$ cat config.mk
export PLATFORM = sky130hd
export DESIGN_NAME = psr_top
export DESIGN_NICKNAME = d
export VERILOG_FILES = /design/src/core/psr_pkg.sv /design/src/core/psr_subbank_ptr.sv /design/src/core/psr_top.sv
export SDC_FILE = /design/constraint.sdc
export NUM_CORES = 1
export LEC_CHECK = 0
export BUFFER_PORTS_ARGS = -buffer_cell sky130_fd_sc_hd__clkbuf_2
export CAP_MARGIN = 15
export CORE_ASPECT_RATIO = 0.9
export CORE_MARGIN = 3
export CORE_UTILIZATION = 51
export CTS_CLUSTER_SIZE = 14
export DETAILED_ROUTE_END_ITERATION = 6
export PLACE_DENSITY = 0.83
export SETUP_SLACK_MARGIN = 0.02
export SYNTH_ARGS = -nofsm -noshare
export SYNTH_HDL_FRONTEND = slang
export SYNTH_SLANG_ARGS = --single-unit
$ cat constraint.sdc
create_clock -name clk_i -period 3.2 [get_ports clk_i]
set_input_delay 0.64 -clock clk_i [delete_from_list [all_inputs] [get_ports clk_i]]
set_output_delay 0.64 -clock clk_i [all_outputs]
set_load 0.02 [all_outputs]
$ cat src/core/psr_pkg.sv
// Package of addresses, subbank limits and reset values for the peripheral subbank register access block
`default_nettype none
package psr_pkg;

  // ****************************************************************
  // Bus and register widths
  // ****************************************************************
  localparam int unsigned DATA_W = 16;
  localparam int unsigned ADDR_W = 16;

  // ****************************************************************
  // Data-space map
  // ****************************************************************
  localparam logic [15:0] CORE_REGION_TOP       = 16'h001F;
  localparam logic [15:0] SER0_SUBBANK_PTR_ADDR = 16'h0038;
  localparam logic [15:0] SER0_SUBBANK_DAT_ADDR = 16'h0039;
  localparam logic [15:0] SER1_SUBBANK_PTR_ADDR = 16'h0048;
  localparam logic [15:0] SER1_SUBBANK_DAT_ADDR = 16'h0049;
  localparam logic [15:0] DMA_PRIO_CTRL_ADDR    = 16'h0054;
  localparam logic [15:0] DMA_SUBBANK_PTR_ADDR  = 16'h0055;
  localparam logic [15:0] DMA_SUBBANK_INC_ADDR  = 16'h0056;
  localparam logic [15:0] DMA_SUBBANK_FIX_ADDR  = 16'h0057;

  // ****************************************************************
  // Subbank extents
  // ****************************************************************
  localparam logic [15:0] SER_SUB_FIRST = 16'h0000;
  localparam logic [15:0] SER_SUB_LAST  = 16'h000E;
  localparam logic [15:0] DMA_SUB_FIRST = 16'h0000;
  localparam logic [15:0] DMA_SUB_LAST  = 16'h0027;
  localparam int unsigned SER_SUB_W     = 4;
  localparam int unsigned DMA_SUB_W     = 6;

  // ****************************************************************
  // Reset values
  // ****************************************************************
  localparam logic [15:0] PTR_RESET       = 16'h0000;
  localparam logic [15:0] PRIO_CTRL_RESET = 16'h0000;
  localparam logic [15:0] RDATA_RESET     = 16'h0000;

endpackage
`default_nettype wire

$ cat src/core/psr_subbank_ptr.sv
// One subbank pointer register with optional post-increment and range check
`default_nettype none
module psr_subbank_ptr #(
  parameter logic [15:0] LAST = 16'h0000
) (
  // Clock and reset
  input  wire logic        clk_i,
  input  wire logic        reset_n_i,
  // Pointer write and advance
  input  wire logic        ptr_wr_i,
  input  wire logic        ptr_inc_i,
  input  wire logic [15:0] wdata_i,
  // Pointer state
  output logic      [15:0] ptr_o,
  output logic             in_range_o
);

  logic [15:0] ptr_q;

  // Pointer: direct write, else advance after an incrementing access
  always_ff @(posedge clk_i or negedge reset_n_i) begin
    if (!reset_n_i) begin
      ptr_q <= psr_pkg::PTR_RESET;
    end else if (ptr_wr_i) begin
      ptr_q <= wdata_i;
    end else if (ptr_inc_i) begin
      ptr_q <= ptr_q + 16'h0001;
    end
  end

  assign ptr_o      = ptr_q;
  assign in_range_o = (ptr_q <= LAST);

endmodule
`default_nettype wire

$ cat src/core/psr_top.sv
// Peripheral memory-mapped register decode with serial port and DMA subbank access
// Notes on behaviour
// RL1 - Addresses up to 1Fh belong to the core; this block never claims them, though a read there still gets a zero-data rvalid pulse.
// RL2 - Each serial port has a directly addressed pointer at 38h and 48h.
// RL3 - Access at 39h or 49h reaches the register the port's pointer selects.
// RL4 - Serial subbanks decode subaddresses 00h to 0Eh, same encoding for both ports.
// RL5 - DMA priority and enable control sits directly at 54h, outside the subbank.
// RL6 - The DMA subbank pointer sits directly at 55h.
// RL7 - Access at 57h reaches the selected DMA register and leaves the pointer alone.
// RL8 - Access at 56h reaches the selected DMA register, then the pointer adds one.
// RL9 - Software uses 57h unless it wants successive registers in a run.
// RL10 - DMA subbank decodes subaddresses 00h to 27h.
// RL11 - Pointers and data are 16 bits; undecoded subaddresses ignore writes, read zero.
`default_nettype none
module psr_top (
  // Clock and reset
  input  wire logic        clk_i,
  input  wire logic        reset_n_i,
  // Processor data-memory bus
  input  wire logic [15:0] bus_addr_i,
  input  wire logic [15:0] bus_wdata_i,
  input  wire logic        bus_wr_i,
  input  wire logic        bus_rd_i,
  output logic             bus_hit_o,
  output logic      [15:0] bus_rdata_o,
  output logic             bus_rvalid_o,
  // Shared write data to the peripheral register files
  output logic      [15:0] per_wdata_o,
  // Serial port 0 subbank
  output logic      [3:0]  ser0_sub_addr_o,
  output logic             ser0_sub_wr_o,
  output logic             ser0_sub_rd_o,
  input  wire logic [15:0] ser0_sub_rdata_i,
  // Serial port 1 subbank
  output logic      [3:0]  ser1_sub_addr_o,
  output logic             ser1_sub_wr_o,
  output logic             ser1_sub_rd_o,
  input  wire logic [15:0] ser1_sub_rdata_i,
  // DMA subbank and direct control
  output logic      [5:0]  dma_sub_addr_o,
  output logic             dma_sub_wr_o,
  output logic             dma_sub_rd_o,
  input  wire logic [15:0] dma_sub_rdata_i,
  output logic      [15:0] dma_prio_ctrl_o
);

  // ****************************************************************
  // Address decode
  // ****************************************************************

  logic acc;
  logic in_periph;
  logic hit_s0_ptr;
  logic hit_s0_dat;
  logic hit_s1_ptr;
  logic hit_s1_dat;
  logic hit_prio;
  logic hit_d_ptr;
  logic hit_d_inc;
  logic hit_d_fix;
  logic hit_d_dat;

  // The core region bound is kept explicit, so a later map change
  // can never let this block claim a core register
  // Only addresses above the core region are decoded here
  assign acc        = bus_wr_i | bus_rd_i;
  assign in_periph  = (bus_addr_i > psr_pkg::CORE_REGION_TOP); // [RL1]
  assign hit_s0_ptr = in_periph && (bus_addr_i == psr_pkg::SER0_SUBBANK_PTR_ADDR); // [RL2]
  assign hit_s0_dat = in_periph && (bus_addr_i == psr_pkg::SER0_SUBBANK_DAT_ADDR); // [RL3]
  assign hit_s1_ptr = in_periph && (bus_addr_i == psr_pkg::SER1_SUBBANK_PTR_ADDR); // [RL2]
  assign hit_s1_dat = in_periph && (bus_addr_i == psr_pkg::SER1_SUBBANK_DAT_ADDR); // [RL3]
  assign hit_prio   = in_periph && (bus_addr_i == psr_pkg::DMA_PRIO_CTRL_ADDR); // [RL5]
  assign hit_d_ptr  = in_periph && (bus_addr_i == psr_pkg::DMA_SUBBANK_PTR_ADDR); // [RL6]
  assign hit_d_inc  = in_periph && (bus_addr_i == psr_pkg::DMA_SUBBANK_INC_ADDR); // [RL8]
  assign hit_d_fix  = in_periph && (bus_addr_i == psr_pkg::DMA_SUBBANK_FIX_ADDR); // [RL7]
  assign hit_d_dat  = hit_d_inc | hit_d_fix;

  assign bus_hit_o  = acc & (hit_s0_ptr | hit_s0_dat | hit_s1_ptr | hit_s1_dat |
                             hit_prio | hit_d_ptr | hit_d_dat);

  // ****************************************************************
  // Subbank pointers
  // ****************************************************************

  logic [15:0] s0_ptr;
  logic [15:0] s1_ptr;
  logic [15:0] d_ptr;
  logic        s0_ok;
  logic        s1_ok;
  logic        d_ok;

  // Pointers keep all 16 written bits, so software reads back what it wrote;
  // only the low bits select a register, and the range check guards the rest
  // Serial port 0 pointer, never advances
  psr_subbank_ptr #(
    .LAST       (psr_pkg::SER_SUB_LAST) // [RL4]
  ) u_ser0_ptr (
    .clk_i      (clk_i),
    .reset_n_i  (reset_n_i),
    .ptr_wr_i   (bus_wr_i & hit_s0_ptr), // [RL2]
    .ptr_inc_i  (1'h0),
    .wdata_i    (bus_wdata_i),
    .ptr_o      (s0_ptr),
    .in_range_o (s0_ok)
  );

  // Serial port 1 pointer, same subaddress encoding as port 0
  // Port 1 shares the range limit of port 0, so both banks decode alike
  psr_subbank_ptr #(
    .LAST       (psr_pkg::SER_SUB_LAST) // [RL4]
  ) u_ser1_ptr (
    .clk_i      (clk_i),
    .reset_n_i  (reset_n_i),
    .ptr_wr_i   (bus_wr_i & hit_s1_ptr), // [RL2]
    .ptr_inc_i  (1'h0),
    .wdata_i    (bus_wdata_i),
    .ptr_o      (s1_ptr),
    .in_range_o (s1_ok)
  );

  // DMA pointer, advances after any access through the incrementing port
  // It advances even past the last register, so a long run wraps the full pointer
  psr_subbank_ptr #(
    .LAST       (psr_pkg::DMA_SUB_LAST) // [RL10]
  ) u_dma_ptr (
    .clk_i      (clk_i),
    .reset_n_i  (reset_n_i),
    .ptr_wr_i   (bus_wr_i & hit_d_ptr), // [RL6]
    .ptr_inc_i  (acc & hit_d_inc), // [RL8]
    .wdata_i    (bus_wdata_i),
    .ptr_o      (d_ptr),
    .in_range_o (d_ok)
  );

  // ****************************************************************
  // Routing to the peripheral register files
  // ****************************************************************

  // Subaddress comes straight from the pointer flops
  assign per_wdata_o     = bus_wdata_i;
  assign ser0_sub_addr_o = s0_ptr[psr_pkg::SER_SUB_W-1:0]; // [RL4]
  assign ser1_sub_addr_o = s1_ptr[psr_pkg::SER_SUB_W-1:0]; // [RL4]
  assign dma_sub_addr_o  = d_ptr[psr_pkg::DMA_SUB_W-1:0]; // [RL10]

  // Strobes only reach a decoded subaddress; others are dropped
  assign ser0_sub_wr_o = bus_wr_i & hit_s0_dat & s0_ok; // [RL3] [RL11]
  assign ser0_sub_rd_o = bus_rd_i & hit_s0_dat & s0_ok; // [RL3]
  assign ser1_sub_wr_o = bus_wr_i & hit_s1_dat & s1_ok; // [RL3] [RL11]
  assign ser1_sub_rd_o = bus_rd_i & hit_s1_dat & s1_ok; // [RL3]
  assign dma_sub_wr_o  = bus_wr_i & hit_d_dat & d_ok; // [RL7] [RL8] [RL11]
  assign dma_sub_rd_o  = bus_rd_i & hit_d_dat & d_ok; // [RL7] [RL8]

  // ****************************************************************
  // Direct DMA priority and enable control
  // ****************************************************************

  logic [15:0] prio_q;

  // Plain read/write register outside the subbank
  always_ff @(posedge clk_i or negedge reset_n_i) begin
    if (!reset_n_i) begin
      prio_q <= psr_pkg::PRIO_CTRL_RESET;
    end else if (bus_wr_i && hit_prio) begin
      prio_q <= bus_wdata_i; // [RL5]
    end
  end

  assign dma_prio_ctrl_o = prio_q;

  // ****************************************************************
  // Read data return
  // ****************************************************************

  logic [15:0] rdata_d;
  logic [15:0] rdata_q;
  logic        rvalid_q;

  // Unmapped reads still answer, with zero, so the core never waits on them
  // Read mux; undecoded subaddresses and unmapped addresses give zero
  always_comb begin
    rdata_d = psr_pkg::RDATA_RESET;
    if (hit_s0_ptr) begin
      rdata_d = s0_ptr;
    end else if (hit_s1_ptr) begin
      rdata_d = s1_ptr;
    end else if (hit_d_ptr) begin
      rdata_d = d_ptr;
    end else if (hit_prio) begin
      rdata_d = prio_q;
    end else if (hit_s0_dat && s0_ok) begin
      rdata_d = ser0_sub_rdata_i; // [RL3]
    end else if (hit_s1_dat && s1_ok) begin
      rdata_d = ser1_sub_rdata_i; // [RL3]
    end else if (hit_d_dat && d_ok) begin
      rdata_d = dma_sub_rdata_i; // [RL7] [RL8]
    end else begin
      rdata_d = psr_pkg::RDATA_RESET; // [RL11]
    end
  end

  // Read data is captured on the clock edge that samples the read strobe and held until the next read
  always_ff @(posedge clk_i or negedge reset_n_i) begin
    if (!reset_n_i) begin
      rdata_q <= psr_pkg::RDATA_RESET;
    end else if (bus_rd_i) begin
      rdata_q <= rdata_d;
    end
  end

  // Read valid pulse
  always_ff @(posedge clk_i or negedge reset_n_i) begin
    if (!reset_n_i) begin
      rvalid_q <= 1'h0;
    end else begin
      rvalid_q <= bus_rd_i;
    end
  end

  assign bus_rdata_o  = rdata_q;
  assign bus_rvalid_o = rvalid_q;

endmodule
`default_nettype wire

==> results of run 1 <==
metrics by stage:
step / setup WS, ns / hold slack [ns] / util [%]
6_report: 0.2740 / 0.4433 / 64.80
5_1_grt: 0.1428 / 0.5330 / 64.80
4_1_cts: 0.2132 / 0.5021 / 64.64
3_5_place_dp: 0.1646 / 0.5033 / 62.56
3_3_place_gp: 0.2069 / 0.4979 / 62.56
2_1_floorplan: 0.3531 / 0.3444 / -
Yosys cell counts, types with 2 or more instances:
library cell | number | share of area, %
a211oi_1 | 4 | 0.64
a21o_1 | 9 | 1.4
a21oi_1 | 14 | 1.5
a221oi_1 | 25 | 4.6
a22o_1 | 2 | 0.37
a22oi_1 | 6 | 0.95
a2bb2oi_1 | 9 | 1.7
and2_1 | 3 | 0.40
and3_1 | 9 | 1.2
and4_1 | 2 | 0.37
buf_2 | 12 | 1.3
buf_4 | 31 | 4.9
clkbuf_1 | 7 | 0.56
dfrtp_1 | 81 | 43
inv_1 | 6 | 0.48
mux2_1 | 20 | 4.8
mux2_2 | 29 | 6.9
mux2i_1 | 6 | 1.3
nand2_1 | 22 | 1.7
nand2_2 | 2 | 0.26
nand3_1 | 6 | 0.64
nand4_1 | 8 | 1.1
nor2_1 | 19 | 1.5
nor2b_1 | 3 | 0.40
nor3_1 | 8 | 0.85
nor3_2 | 3 | 0.64
nor3_4 | 2 | 0.69
nor3b_1 | 2 | 0.32
nor4_1 | 12 | 1.6
nor4_4 | 2 | 0.90
o21ai_0 | 13 | 1.4
o21ai_1 | 21 | 2.2
o221ai_1 | 9 | 1.7
o22a_1 | 4 | 0.74
or3_1 | 9 | 1.2
or3b_1 | 2 | 0.37
xnor2_1 | 4 | 0.74
routing by layer:
layer / global-route usage (%) / up-vias / wire [um] / share of wire (%)
li1: - / 1988 / - / -
met1: 40.60 / 2207 / 6228 / 40
met2: 47.23 / 285 / 7287 / 47
met3: 7.442 / 20 / 1706 / 11
met4: 6.408 / 0 / 223 / 1.4
met5: 0 / - / 0 / 0
final cells by class:
| class | instances | area [sq um] |
|---|---|---|
| multi-input combinational | 312 | 2347 |
| clock buffer | 9 | 123.9 |
| sequential | 81 | 2027 |
| timing repair buffer | 178 | 978.4 |
| fill | 738 | 3100 |
| tap | 119 | 148.9 |
| inverter | 6 | 22.52 |
| clock inverter | 6 | 60.06 |
registers in the layout, indices dropped and copies added (netlist names):
register and cells:
bus_rdata_o 16, dma_prio_ctrl_o 16, u_dma_ptr.ptr_o 16, u_ser0_ptr.ptr_o 16, u_ser1_ptr.ptr_o 16, bus_rvalid_o 1
logic make-up after synthesis:
group,synth area share [%]
xor+xnor,0.7418
simple gates,16.32
mux,12.96
buf+inv,7.552
flops,42.93
compound gates,19.24
fa+ha+maj,0.2649
worst min-delay path by stage:
stage	endpoint	slack (ns)
after floorplan	bus_rdata_o[0]	0.34
after global placement	bus_rdata_o[5]	0.50
after detailed placement	bus_rdata_o[12]	0.50
after CTS	dma_prio_ctrl_o[10]	0.50
after global routing	dma_prio_ctrl_o[10]	0.53
final	bus_rdata_o[12]	0.44
report_power, final:
group          switching (mW)  leakage, nW  internal (mW)
Sequential            0.00479         1.11           1.03
Clock                   0.379       0.0909          0.352
Combinational           0.127         1.72         0.0751
critical path, cell delays in order:
cell and delay (ns):
clkbuf_2 0.11, nor4_4 0.39, nor2b_1 0.30, and3_1 0.31, o21ai_0 0.12, a21oi_1 0.21, clkbuf_2 0.20
repair_timing:
| action | 4_1_cts | 5_1_grt |
|---|---|---|
| gates resized for setup | 0 | 1 |
| setup buffers | 0 | 0 |
| endpoints found under the setup margin | 0 | 1 |
==> metrics, run 1 <==
core area 0.008808 sq mm; Register-to-Register Path Depth 7; CP endpoint bus_hit_o; fmax 341.8 MHz; detailed-placement wirelength estimate 11700 um; max-slew violations 0; YS warnings 0; WL/cell 21.72 um; min Tclk post-route 2.926 ns; area of the mapped netlist 0.004722 sq mm; remaining antenna violation count 0; clk_lat worst skew 0.35 ns; number of I/O pins 154; leakage 2.915 nW; TritonCTS Buffers 9; Tot Pwr 1.967 mW; htree depth 3; Final nets approximately 670; flops & latches, synth 81; Area growth syn-to-layout 20.88%; placed cells around 700; initial antenna violation count 0; PwrDens 344.7 mW/mm^2; clock buffer depth 2; maxcap violations 0; num rows 32; register area share after synthesis a little over two fifths; EDFF count, synth 0; CTS Sinks 81; Crit Path Class input pin to output port; Initial Utilization 53.61%; Clk Tree Root Cell clkbuf_8; WL final ~15000 um; Post-Layout Cell Count 711; Gate Count Post-Synth 451; first-pass GRT wire length 23980 um; final hold violations 0; drt first pass iters 5; vias in the first global route 4396; Die W 107.4 um; Worst-path clk slew 0.09 ns; worst r2r src u_ser0_ptr.ptr_o[11]; Worst EP required 2.56 ns; vias per cell 6.329; ANT cells 0; crit share post-route 91.44%; # DRC 0; total negative setup slack 0 ns; GPL Wtd Cong 0.9299; Global Route Usage Sum approximately 30%; CTS tree built; unrepaired setup endpoints after global routing false; worst relative slew slack 31.22%; Finished Cell Area 0.005708 sq mm; die area 0.01045 sq mm; outcome complete, no violations; Worst Path Arrival 2.29 ns; syn avg cell area 10.47 sq um; Worst Hold Class input pin to async pin; share of cells above drive strength 1 40.03%; Async SR Flop Fraction 100.0%; Least-Margin Pin Slew 1.032 ns; commonest non-fill, non-tap cell in the layout clkbuf_2; most frequent cells in the layout clkbuf_2 (152), dfrtp_1 (81), mux2_2 (29), a221oi_1 (25), buf_4 (23); Setup crit start bus_addr_i[11]; crit end category output port; Die Y 97.29 um; worst r2r dst bus_rdata_o[0]; peak supply drop 0.2500 mV; reg2reg setup slack 0.86 ns; endpoints failing setup 0; grt ovf 0; Primary FF master, synth dfrtp_1; Hold-fix buffers, CTS 0; initial DRC count 418; type of origin of the critical path input pin; Max FO, Critical Path 6; pin count of the biggest net entering global routing 82; Mapped Nets 536; unique cell type count in the Yosys netlist a little over 60; via count 4500; IO Port Bufs 153; Post-DP Area 0.005510 sq mm; Post-Route Skew 0.008583 ns
Power figures use the tool's default switching activity.
==> inputs of run 2 (changes only) <==
--- a/config.mk
+++ b/config.mk
@@ -9,11 +9,10 @@
 export CAP_MARGIN = 15
 export CORE_ASPECT_RATIO = 0.9
 export CORE_MARGIN = 3
-export CORE_UTILIZATION = 51
+export CORE_UTILIZATION = 46
 export CTS_CLUSTER_SIZE = 14
 export DETAILED_ROUTE_END_ITERATION = 6
-export PLACE_DENSITY = 0.83
-export SETUP_SLACK_MARGIN = 0.02
+export PLACE_DENSITY = 0.79
 export SYNTH_ARGS = -nofsm -noshare
 export SYNTH_HDL_FRONTEND = slang
 export SYNTH_SLANG_ARGS = --single-unit
==> constraint.sdc (replaced) <==
create_clock -name clk_i -period 2.6 [get_ports clk_i]
set_input_delay 0.52 -clock clk_i [delete_from_list [all_inputs] [get_ports clk_i]]
set_output_delay 0.52 -clock clk_i [all_outputs]
set_load 0.02 [all_outputs]
==> run 2 against run 1 <==
Count of clock-buffer cells in the layout grew 3; power grew 49%; via count grew 1.6%; core utilization shrank 3.5 points; die area grew 10%; design area grew 5.5%; non-clock buffer count grew 15; sequential power grew 23%; setup slack lost 0.20 ns; global-route usage shrank 1.6 points; largest power group is now clock.
==> metrics, run 2 (synthesis gave the netlist of run 1 again) <==
min Tclk post-route 2.527 ns; initial DRC count 399 (was 418); remaining antenna violation count 0 (unchanged); crit end category output port (unchanged); Global Route Usage Sum 27.84% (was 29.47%); Die Y 102.1 um (was 97.29 um); share of cells above drive strength 1 42.43% (was 40.03%); Least-Margin Pin Slew 0.4987 ns (was 1.032 ns); crit share post-route 97.19%; Filler Cell Count 830 (was 738); Crit Path Class input pin to output port (unchanged); Sw Pwr 0.6604 mW (was 0.5107 mW); commonest non-fill, non-tap cell in the layout clkbuf_2 (unchanged); Final nets 688 (was 673); grt ovf 0 (unchanged); htree depth 3 (unchanged); Clk Tree Root Cell clkbuf_16 (was clkbuf_8); CTS tree built (unchanged); combinational share of power 8.9% (was 10.3%); GPL Wtd Cong 0.9219 (was 0.9299); WL/cell 22.01 um (was 21.72 um); worst relative slew slack 66.64% (was 31.22%); Worst-path clk slew 0.06 ns (was 0.09 ns); Worst Path Arrival 2.01 ns (was 2.29 ns); leakage 3.071 nW (was 2.915 nW); Sw Share 22.57% (was 25.96%); fmax 395.7 MHz; Worst EP required 2.08 ns (was 2.56 ns); core area 0.009827 sq mm (was 0.008808 sq mm); Slowest-stage cell, CP nor4_4 (unchanged); max-slew violations 0 (unchanged); CTS Sinks 81 (unchanged); final hold violations 0 (unchanged); Area growth syn-to-layout 27.48% (was 20.88%); drt first pass iters 5 (unchanged); Post-Layout Cell Count 734 (was 711); Pint 2.265 mW (was 1.457 mW); number of I/O pins 154 (unchanged); TritonCTS Buffers 9 (unchanged); clock buffer depth 2 (unchanged); # DRC 0 (unchanged); vias per cell 6.228 (was 6.329); maxcap violations 0 (unchanged); Tot Pwr 2.925 mW (was 1.967 mW); pin count of the biggest net entering global routing 46 (was 82); crit-path cells clkbuf_2, nor4_4, buf_4, nand3_2, nor4_4, and2_4, clkbuf_2 (was clkbuf_2, nor4_4, nor2b_1, and3_1, o21ai_0, a21oi_1, clkbuf_2); Max FO, Critical Path 5 (was 6); Finished Core Util 61.26% (was 64.80%); peak supply drop 0.3053 mV (was 0.2500 mV); outcome complete, no violations (unchanged); via count 4571 (was 4500); CP peak stage delay 0.38 ns (was 0.39 ns); most frequent cells in the layout clkbuf_2 (152), dfrtp_1 (81), buf_4 (38), mux2_2 (29), a221oi_1 (25) (was clkbuf_2 (152), dfrtp_1 (81), mux2_2 (29), a221oi_1 (25), buf_4 (23)); vias in the first global route 4363 (was 4396); PwrDens 486.0 mW/mm^2 (was 344.7 mW/mm^2); endpoints failing setup 0 (unchanged); Worst Hold Class input pin to async pin (unchanged); type of origin of the critical path input pin (unchanged); Post-Route Skew 0.007193 ns (was 0.008583 ns); clock share of power 47.6% (was 37.2%); Die W 112.8 um (was 107.4 um); num rows 34 (was 32); detailed-placement wirelength estimate 12120 um (was 11700 um); placed cells 716 (was 695); ANT cells 0 (unchanged); Seq pwr share 43.6% (was 52.6%); initial antenna violation count 0 (unchanged); IO Port Bufs 153 (unchanged); die area 0.01152 sq mm (was 0.01045 sq mm); Hold-fix buffers, CTS 0 (unchanged); Initial Utilization 48.05% (was 53.61%); clk_lat worst skew 0.33 ns (was 0.35 ns); first-pass GRT wire length 24670 um (was 23980 um); WL final 16150 um (was 15450 um)
## run 2: cell types whose count changed in the layout (fill, tap and decap cells not counted), moves of 2 or more
cell        previous run  this run
clkinv_2               3         1
buf_4                 23        38
clkbuf_16              0         9
nor4_1                12         9
nor4_2                 0         3
clkbuf_8               9         2
clkinvlp_4             2         0
## run 2: final timing paths
| kind | from | cells after the start | slack, ns | end |
|---|---|---|---|---|
| max | bus_addr_i[11] | 7 | 0.07 | ser0_sub_wr_o |
| max reg2reg | u_ser0_ptr.ptr_o[11] | 9 | 0.22 | bus_rdata_o[0] |
| min in group clk_i | bus_wdata_i[13] | 3 | 0.46 | u_dma_ptr.ptr_o[13] |
| min | reset_n_i | 1 | 0.15 | dma_prio_ctrl_o[4] |
| max in group asynchronous | reset_n_i | 2 | 1.82 | u_dma_ptr.ptr_o[12] |
| min reg2reg | bus_rdata_o[14] | 2 | 0.52 | bus_rdata_o[14] |
## run 2: metal layers
metal / routed length (um) / share of wire [%] / vias up / track usage, %
met2: 7488 / 46 / 285 / 44.22
li1: - / - / 2025 / -
met1: 6784 / 42 / 2237 / 38.88
met3: 1545 / 9.6 / 24 / 5.980
met5: 0 / 0 / - / 0
met4: 333 / 2.1 / 0 / 7.856
## run 2: layout make-up
class / count / area, sq um / area share (%)
multi-input combinational: 312 / 2376 / 39.47
sequential: 81 / 2027 / 33.67
timing repair buffer: 193 / 1106 / 18.37
clock buffer: 12 / 256.5 / 4.261
tap: 126 / 157.7 / 2.619
clock inverter: 4 / 73.82 / 1.226
inverter: 6 / 22.52 / 0.3741
## run 2: critical path: cells and delay by family
kind / cells / cell delay (ns)
simple gates: 4 / 1.04
buf+inv: 3 / 0.44
## run 2: metrics by stage
step,hold WS [ns],setup slack (ns),instance area (sq um),TNS [ns]
after floorplan,0.2244,0.02457,4722,0
after global placement,0.4880,0.1377,5637,0
after detailed placement,0.5037,0.06058,5637,0
after CTS,0.1632,0.007760,5986,0
after global routing,0.1918,-0.001783,6020,-0.001783
final,0.1506,0.07294,6020,0
## run 2: timing repair
action	CTS	global route
setup endpoints to repair	3	3
resized for setup	3	4
pin swaps	0	1
setup buffers	0	2
## run 2: power groups by stage
stage                     Combinational (mW)  Clock (mW)  Sequential, mW
after CTS                              0.258        1.41            1.27
after global placement                 0.251           0            1.30
after floorplan                       0.0939           0            1.31
final                                  0.259        1.39            1.27
after global routing                   0.280        1.46            1.27
after detailed placement               0.256           0            1.30
